===== config.mk =====
export PLATFORM = sky130hd
export DESIGN_NAME = tmd_instr_decode
export DESIGN_NICKNAME = d
export VERILOG_FILES = /design/src/tmd_pkg.sv /design/src/tmd_sync2.sv /design/src/tmd_instr_decode.sv
export VERILOG_INCLUDE_DIRS = /design/src /design/src/src
export SDC_FILE = /design/constraint.sdc
export NUM_CORES = 1
export LEC_CHECK = 0
export BUFFER_PORTS_ARGS = -buffer_cell sky130_fd_sc_hd__buf_2
export CORE_MARGIN = 1
export CORE_UTILIZATION = 30
export DETAILED_ROUTE_END_ITERATION = 8
export GPL_ROUTABILITY_DRIVEN = 0
export PLACE_DENSITY = 0.61
export SYNTH_ARGS = -nofsm -noshare
export SYNTH_HDL_FRONTEND = slang
export SYNTH_HIERARCHICAL = 1
export SYNTH_SLANG_ARGS = --single-unit

===== constraint.sdc =====
create_clock -name CLK -period 6.6 [get_ports CLK]
set_clock_uncertainty 0.15 [all_clocks]
set_input_delay 0.66 -clock CLK [delete_from_list [all_inputs] [get_ports CLK]]
set_output_delay 0.66 -clock CLK [all_outputs]
set_load 0.02 [all_outputs]

===== src/tmd_consts.svh =====
`ifndef TMD_CONSTS_SVH
`define TMD_CONSTS_SVH

// opcode fields, bits 15..10
`define TMD_OP6_PLL_LOAD     6'h3E
`define TMD_OP6_REG_TO_MEM   6'h0E
`define TMD_OP6_MEM_TO_REG   6'h0F
`define TMD_OP6_PORT_IN      6'h3A
`define TMD_OP6_PORT_OUT     6'h3B
// opcode fields, bits 15..8
`define TMD_OP8_DIR_WORD     8'hFE
`define TMD_OP8_ALL_ONES     8'hFC
`define TMD_OP8_ALL_ZEROS    8'hFD
// opcode fields, bits 15..4
`define TMD_OP12_HALT        12'h004
`define TMD_OP12_OSC_STOP    12'h005

// field positions
`define TMD_ADDR_HI          9
`define TMD_ADDR_LO          4
`define TMD_ROW_HIGH_HI      9
`define TMD_ROW_HIGH_LO      8
`define TMD_ROW_LOW_HI       7
`define TMD_ROW_LOW_LO       4
`define TMD_SEL_HI           3
`define TMD_SEL_LO           0

// reset values
`define TMD_HALT_RST         4'h0
`define TMD_DIR_RST          4'h0

`endif


===== src/tmd_pkg.sv =====
package tmd_pkg;
  typedef enum logic [1:0] {
    TMD_RUN     = 2'b00,
    TMD_HALTED  = 2'b01,
    TMD_OSC_OFF = 2'b10
  } tmd_state_t;
endpackage


===== src/tmd_sync2.sv =====
module tmd_sync2 #(
  parameter int W = 1
) (
  input  wire logic         CLK,
  input  wire logic         SYS_RST,
  input  wire logic [W-1:0] D,
  output logic      [W-1:0] Q
);
  logic [W-1:0] meta_ff;
  logic [W-1:0] nxt_meta;
  logic [W-1:0] nxt_q;

  always_comb begin
    nxt_meta = D;
    nxt_q    = meta_ff;
  end

  always_ff @(posedge CLK or posedge SYS_RST) begin
    if (SYS_RST) begin
      meta_ff <= '0;
      Q       <= '0;
    end else begin
      meta_ff <= nxt_meta;
      Q       <= nxt_q;
    end
  end
endmodule // tmd_sync2


===== src/tmd_instr_decode.sv =====
`include "tmd_consts.svh"

// What this block does
// [RULE1] Opcode 111110 loads synthesizer register r from the memory nibble at the row address.
// [RULE2] Opcode 001110 copies the selected internal register to memory, 001111 the reverse.
// [RULE3] Opcode 11111110 writes bits 3..0 into the direction word picked by bits 7..4.
// [RULE4] Opcode 111010 reads the selected port into the memory nibble at bits 9..4.
// [RULE5] Opcode 111011 drives the selected port with the memory nibble at bits 9..4.
// [RULE6] Opcode 11111100 skips next op if masked port bits are all one, 11111101 if all zero.
// [RULE7] Opcode 000000000100 loads the halt register then stops the core clock until release.
// [RULE8] Opcode 000000000101 stops the oscillator only while the hold input is low.
module tmd_instr_decode
  import tmd_pkg::*;
#(
  parameter int NPORT = 16
) (
  input  wire logic                CLK,
  input  wire logic                SYS_RST,
  input  wire logic                INSTR_VALID,
  input  wire logic [15:0]         INSTR,
  input  wire logic [3:0]          MEM_RDATA,
  output logic                     MEM_WE,
  output logic      [5:0]          MEM_ADDR,
  output logic      [3:0]          MEM_WDATA,
  output logic      [5:0]          MEM_WADDR,
  input  wire logic [3:0]          REG_RDATA,
  output logic      [3:0]          REG_SEL,
  output logic                     REG_WE,
  output logic      [3:0]          REG_WDATA,
  output logic      [3:0]          REG_WSEL,
  output logic                     SYN_WE,
  output logic      [3:0]          SYN_SEL,
  output logic      [3:0]          SYN_WDATA,
  input  wire logic [NPORT*4-1:0]  PORT_IN,
  output logic      [NPORT*4-1:0]  PORT_OUT,
  output logic      [NPORT*4-1:0]  PORT_DIR,
  output logic                     SKIP_NEXT,
  output logic      [3:0]          HALT_CTRL,
  output logic                     CPU_CLK_STOP,
  input  wire logic                HALT_RELEASE,
  input  wire logic                HOLD,
  output logic                     OSC_STOP,
  output logic                     BUSY
);

  logic [NPORT*4-1:0] port_in_s;
  logic               hold_s;
  logic               release_s;

  tmd_sync2 #(.W(NPORT*4+2)) u_sync (
    .CLK     (CLK),
    .SYS_RST (SYS_RST),
    .D       ({PORT_IN, HOLD, HALT_RELEASE}),
    .Q       ({port_in_s, hold_s, release_s})
  );

  // field extraction
  logic [5:0]  op6;
  logic [7:0]  op8;
  logic [11:0] op12;
  logic [5:0]  mem_addr;
  logic [3:0]  sel_lo;
  logic [3:0]  sel_mid;
  logic [3:0]  tst_port;

  always_comb begin
    op6      = INSTR[15:10];
    op8      = INSTR[15:8];
    op12     = INSTR[15:4];
    mem_addr = {INSTR[`TMD_ROW_HIGH_HI:`TMD_ROW_HIGH_LO], INSTR[`TMD_ROW_LOW_HI:`TMD_ROW_LOW_LO]};
    sel_lo   = INSTR[`TMD_SEL_HI:`TMD_SEL_LO];
    sel_mid  = INSTR[7:4];
    tst_port = port_in_s[sel_mid*4 +: 4];
  end

  // read address is combinational so the read data is ready in the same cycle;
  // writes land one cycle later and use the registered MEM_WADDR and REG_WSEL
  always_comb begin
    MEM_ADDR = mem_addr;
    REG_SEL  = sel_lo;
  end

  logic [NPORT*4-1:0] port_out_ff, nxt_port_out;
  logic [NPORT*4-1:0] port_dir_ff, nxt_port_dir;
  logic [3:0]         halt_ff, nxt_halt;
  logic               mem_we_ff, nxt_mem_we;
  logic [3:0]         mem_wdata_ff, nxt_mem_wdata;
  // write target travels with its strobe: MEM_ADDR already follows the next word
  logic [5:0]         mem_waddr_ff, nxt_mem_waddr;
  logic               reg_we_ff, nxt_reg_we;
  logic [3:0]         reg_wdata_ff, nxt_reg_wdata;
  logic [3:0]         reg_wsel_ff, nxt_reg_wsel;
  logic               syn_we_ff, nxt_syn_we;
  logic [3:0]         syn_sel_ff, nxt_syn_sel;
  logic [3:0]         syn_wdata_ff, nxt_syn_wdata;
  logic               skip_ff, nxt_skip;
  tmd_state_t         state_ff, nxt_state;

  logic run;

  always_comb begin
    run           = INSTR_VALID && (state_ff == TMD_RUN);
    nxt_port_out  = port_out_ff;
    nxt_port_dir  = port_dir_ff;
    nxt_halt      = halt_ff;
    nxt_mem_we    = 1'b0;
    nxt_mem_wdata = mem_wdata_ff;
    nxt_mem_waddr = mem_waddr_ff;
    nxt_reg_we    = 1'b0;
    nxt_reg_wdata = reg_wdata_ff;
    nxt_reg_wsel  = reg_wsel_ff;
    nxt_syn_we    = 1'b0;
    nxt_syn_sel   = syn_sel_ff;
    nxt_syn_wdata = syn_wdata_ff;
    nxt_skip      = 1'b0;
    nxt_state     = state_ff;

    if (run) begin
      case (op6)
        // [RULE1] synthesizer load
        `TMD_OP6_PLL_LOAD: begin
          nxt_syn_we    = 1'b1;
          nxt_syn_sel   = sel_lo;
          nxt_syn_wdata = MEM_RDATA;
        end
        // [RULE2] register to memory
        `TMD_OP6_REG_TO_MEM: begin
          nxt_mem_we    = 1'b1;
          nxt_mem_wdata = REG_RDATA;
          nxt_mem_waddr = mem_addr;
        end
        // [RULE2] memory to register
        `TMD_OP6_MEM_TO_REG: begin
          nxt_reg_we    = 1'b1;
          nxt_reg_wdata = MEM_RDATA;
          nxt_reg_wsel  = sel_lo;
        end
        // [RULE4] port into memory
        `TMD_OP6_PORT_IN: begin
          nxt_mem_we    = 1'b1;
          nxt_mem_wdata = port_in_s[sel_lo*4 +: 4];
          nxt_mem_waddr = mem_addr;
        end
        // [RULE5] memory out to port
        `TMD_OP6_PORT_OUT: begin
          nxt_port_out[sel_lo*4 +: 4] = MEM_RDATA;
        end
        default: begin
          case (op8)
            // [RULE3] direction word write
            `TMD_OP8_DIR_WORD: nxt_port_dir[sel_mid*4 +: 4] = sel_lo;
            // [RULE6] all ones skip
            `TMD_OP8_ALL_ONES: nxt_skip = ((tst_port & sel_lo) == sel_lo);
            // [RULE6] all zeros skip
            `TMD_OP8_ALL_ZEROS: nxt_skip = ((tst_port & sel_lo) == 4'h0);
            default: begin
              // [RULE7] halt entry
              if (op12 == `TMD_OP12_HALT) begin
                nxt_halt  = sel_lo;
                nxt_state = TMD_HALTED;
              end
              // [RULE8] oscillator stop gated by hold
              if (op12 == `TMD_OP12_OSC_STOP && !hold_s) begin
                nxt_state = TMD_OSC_OFF;
              end
            end
          endcase
        end
      endcase
    end else begin
      case (state_ff)
        // [RULE7] release wakes the clock
        TMD_HALTED:  if (release_s) nxt_state = TMD_RUN;
        // hold going high is the only way back once the crystal is stopped
        TMD_OSC_OFF: if (hold_s) nxt_state = TMD_RUN;
        default:     nxt_state = state_ff;
      endcase
    end
  end

  always_ff @(posedge CLK or posedge SYS_RST) begin
    if (SYS_RST) begin
      port_out_ff  <= '0;
      port_dir_ff  <= {NPORT{`TMD_DIR_RST}};
      halt_ff      <= `TMD_HALT_RST;
      mem_we_ff    <= 1'b0;
      mem_wdata_ff <= 4'h0;
      mem_waddr_ff <= 6'h00;
      reg_we_ff    <= 1'b0;
      reg_wdata_ff <= 4'h0;
      reg_wsel_ff  <= 4'h0;
      syn_we_ff    <= 1'b0;
      syn_sel_ff   <= 4'h0;
      syn_wdata_ff <= 4'h0;
      skip_ff      <= 1'b0;
      state_ff     <= TMD_RUN;
    end else begin
      port_out_ff  <= nxt_port_out;
      port_dir_ff  <= nxt_port_dir;
      halt_ff      <= nxt_halt;
      mem_we_ff    <= nxt_mem_we;
      mem_wdata_ff <= nxt_mem_wdata;
      mem_waddr_ff <= nxt_mem_waddr;
      reg_we_ff    <= nxt_reg_we;
      reg_wdata_ff <= nxt_reg_wdata;
      reg_wsel_ff  <= nxt_reg_wsel;
      syn_we_ff    <= nxt_syn_we;
      syn_sel_ff   <= nxt_syn_sel;
      syn_wdata_ff <= nxt_syn_wdata;
      skip_ff      <= nxt_skip;
      state_ff     <= nxt_state;
    end
  end

  always_comb begin
    PORT_OUT     = port_out_ff;
    PORT_DIR     = port_dir_ff;
    HALT_CTRL    = halt_ff;
    MEM_WE       = mem_we_ff;
    MEM_WDATA    = mem_wdata_ff;
    MEM_WADDR    = mem_waddr_ff;
    REG_WE       = reg_we_ff;
    REG_WDATA    = reg_wdata_ff;
    REG_WSEL     = reg_wsel_ff;
    SYN_WE       = syn_we_ff;
    SYN_SEL      = syn_sel_ff;
    SYN_WDATA    = syn_wdata_ff;
    SKIP_NEXT    = skip_ff;
    CPU_CLK_STOP = (state_ff != TMD_RUN);
    OSC_STOP     = (state_ff == TMD_OSC_OFF);
    BUSY         = (state_ff != TMD_RUN);
  end
endmodule // tmd_instr_decode


==> run_results.csv <==
group,metric,value,unit
outcome,status,"finished clean",
worst_setup_path,cp_common_cell,"nand2_1",
clock_network,clk_pin_slew,0.06,ns
timing,rsz0062_at_grt,"false",
routing,route.detailed.wl_per_inst,19.6,microns
grt,antenna_found_initial,5,
clock_network,cts_tree,"done",
clock_network,postCtsSetupBuffers,0,
routing,vias,7585,
yosys,yosys_warnings,6,
clock_network,post_cts_resized,0,
finish,layout_commonest_cell,"dfrtp_1",
hold_path,min_path_type,"input pin to flip-flop",
routing,ant_nets,0,
placed_design,hpwl,22.8,mm
timing,hold_slack,0.0514,ns
finish,syn2layout_area_growth,25.1,%
grt,grt_overflow_total,0,
pwr,p_leak,0.00744,uW
worst_setup_path,regToRegStartpoint,"state_ff[1]$_DFFE_PP0P_",
floorplanning,core_area,38000,sq um
floorplanning,initial_core_util,30.8,%
worst_setup_path,path_cells,"buf_2 > buf_4 > inv_2 > ha_1 > xor2_1 > inv_1 > nand2_1 > nor2_1 > nand2_1 > mux2_2",
yosys,seq_area_frac_synth,63.3,%
worst_setup_path,slowest_stage,"xor2_1",
finish,fillers,3666,
finish,nets,1202,
worst_setup_path,worstPathRequired,6.89,ns
worst_setup_path,ff2ff_setup_slack,3.66,ns
yosys,synth_top_area_share,63.3,%
routing,finalWirelength,32.0,mm
clock_network,clock_latency,0.56,ns
floorplanning,io-pin-count,268,
worst_setup_path,endpoint_kind,"flip-flop",
yosys,synth_top_cell_by_area,"dfrtp_1",
timing,relSlewSlack,25.5,%
timing,drv_slew,0,
placed_design,portBuffers,267,
hold_path,hold_start,"PORT_IN[3]",
worst_setup_path,critPathKind,"input pin to flip-flop",
pwr,powerDensity,282,nW/um^2
yosys,syn_avg_cell_area,13.9,sq um
yosys,synth-seq-cells,296,
timing,max_freq,0.300,GHz
yosys,synth.area.top_cells,"dfrtp_1, mux2_2, mux4_2",
worst_setup_path,start_kind,"input pin",
routing,avgViaCountPerCell,4.64,
timing,min_period_over_period,50.5,%
timing,setup_tns,0,ns
yosys,synth_edf_count,0,
floorplanning,die_y,199,microns
routing,drtPass1Iterations,5,
clock_network,root_buffer,"clkbuf_16",
finish,mostFrequentLayoutCells,"dfrtp_1, buf_2, mux2_2",
yosys,netlist_area,11700,sq um
clock_network,cts_max_level,1,
floorplanning,rows,71,
pwr,ir_worst_vdd,0.219,mV
routing,drt_iter0_drc,347,
routing,drc,0,
worst_setup_path,cpLargestDelayFamily,"buffers and inverters",
timing,finalHoldViolCount,0,
yosys,postSynth.asyncResetShare,100,%
timing,finalSetupViolCount,0,
clock_network,cts_buffer_depth,3,
grt,grt_pass1_wl,48.5,mm
floorplanning,die_area,39800,sq um
clock_network,cts-buffers-inserted,31,
worst_setup_path,critPathBufInv,4,
yosys,synthesis.nets,942,
worst_setup_path,crit_start,"INSTR[4]",
run,maxCapViolations,0,
yosys,ys.flop_type,"dfrtp_1",
pwr,total_power,4130,uW
yosys,synth_cell_type_count,54,
clock_network,ctsHoldBuffers,0,
floorplanning,fp.dieW,199,microns
worst_setup_path,critPathMaxStageDelay,0.51,ns
grt,track_usage,16.4,%
timing,tightest_slew,1.11,ns
finish,drive_gt1_share,43.6,%
worst_setup_path,crit_arrival,3.63,ns
worst_setup_path,crit_fanout,31,
clock_network,clock_sinks,296,
grt,grt_pass1_vias,7933,
grt,grt_start_max_net_pins,92,
timing,fin_crit,3.33,ns
yosys,syn-instance-count,839,
-- cells by family (layout without fill, tap and decap cells) --
family          count (synthesis)  count (layout)  synth area share, %
flops                         296             296                 63.3
simple gates                  230             230                 9.67
mux                           179             179                 20.2
buf+inv                        67             351                 2.58
compound gates                 56              56                 3.10
fa+ha+maj                      10              10                 1.07
xor+xnor                        1               1               0.0749
other cells                     0               1                    0
-- metal layers --
metal	part of all wire, %	track usage [%]
met1	45	22.2
met3	5.7	3.53
met5	0.18	0
met2	46	26.1
met4	2.9	5.20
-- stage by stage --
step           setup WS, ns  utilization, %  std cells  area [sq um]
2_1_floorplan          1.36               -        839         11700
3_3_place_gp           2.59            35.5       1577         13500
3_5_place_dp           2.61            35.5       1577         13500
4_1_cts                3.19            38.5       1634         14600
5_1_grt                2.90            38.5       1635         14600
6_report               3.27            38.5       1635         14600
-- worst paths after layout --
kind / endpoint / cells after the start
max in group asynchronous: PORT_DIR[53]$_DFFE_PP0P_ / 3
worst min-delay path: u_sync/meta_ff[5]$_DFF_PP0_ / 1
worst max-delay path: PORT_DIR[8]$_DFFE_PP0P_ / 10
worst max register to register: PORT_OUT[58]$_DFFE_PP0P_ / 6
min in group asynchronous: u_sync/meta_ff[39]$_DFF_PP0_ / 2
worst min register to register: u_sync/Q[33]$_DFF_PP0_ / 0
-- report_power, final --
group          internal, uW  switching (uW)  total (uW)
logic                   119             216         335
clock network          1160             721        1880
registers              1880            31.0        1910
total                  3160             969        4130
-- synthesized netlist by cell type, drive strengths merged (2+ instances only) --
master / count
dfrtp: 296
or2: 3
o21ai: 26
ha: 10
and3b: 2
or3b: 2
mux2i: 23
nor2: 42
nand4: 5
and3: 13
buf: 21
nor3: 17
mux2: 123
nand2: 97
a211oi: 2
a21oi: 7
and2: 17
a2bb2oi: 2
or4: 3
a22oi: 4
or3: 4
mux4: 33
nor3b: 4
clkbuf: 24
nor2b: 8
a32o: 4
nand3: 6
inv: 21
o2111ai: 3
-- registers in the layout (all words and copies together), names as in the netlist, 4 cells and up --
name and cells:
HALT_CTRL 4, MEM_WADDR 6, MEM_WDATA 4, PORT_DIR 64, PORT_OUT 64, REG_WDATA 4, REG_WSEL 4, SYN_SEL 4
SYN_WDATA 4, u_sync/Q 66, u_sync/meta_ff 66
-- final cells by class --
| class | count | area [sq um] | area share (%) |
|---|---|---|---|
| clock buffers | 43 | 911 | 6.23 |
| clock inverters | 14 | 211 | 1.45 |
| inverters | 22 | 90.1 | 0.616 |
| repair buffers | 272 | 1370 | 9.39 |
| well taps | 511 | 639 | 4.37 |
| flip-flops and latches | 296 | 7410 | 50.6 |
| diodes | 1 | 2.50 | 0.0171 |
| multi-input cells | 476 | 3990 | 27.3 |
(Power assumes the default switching activity.)
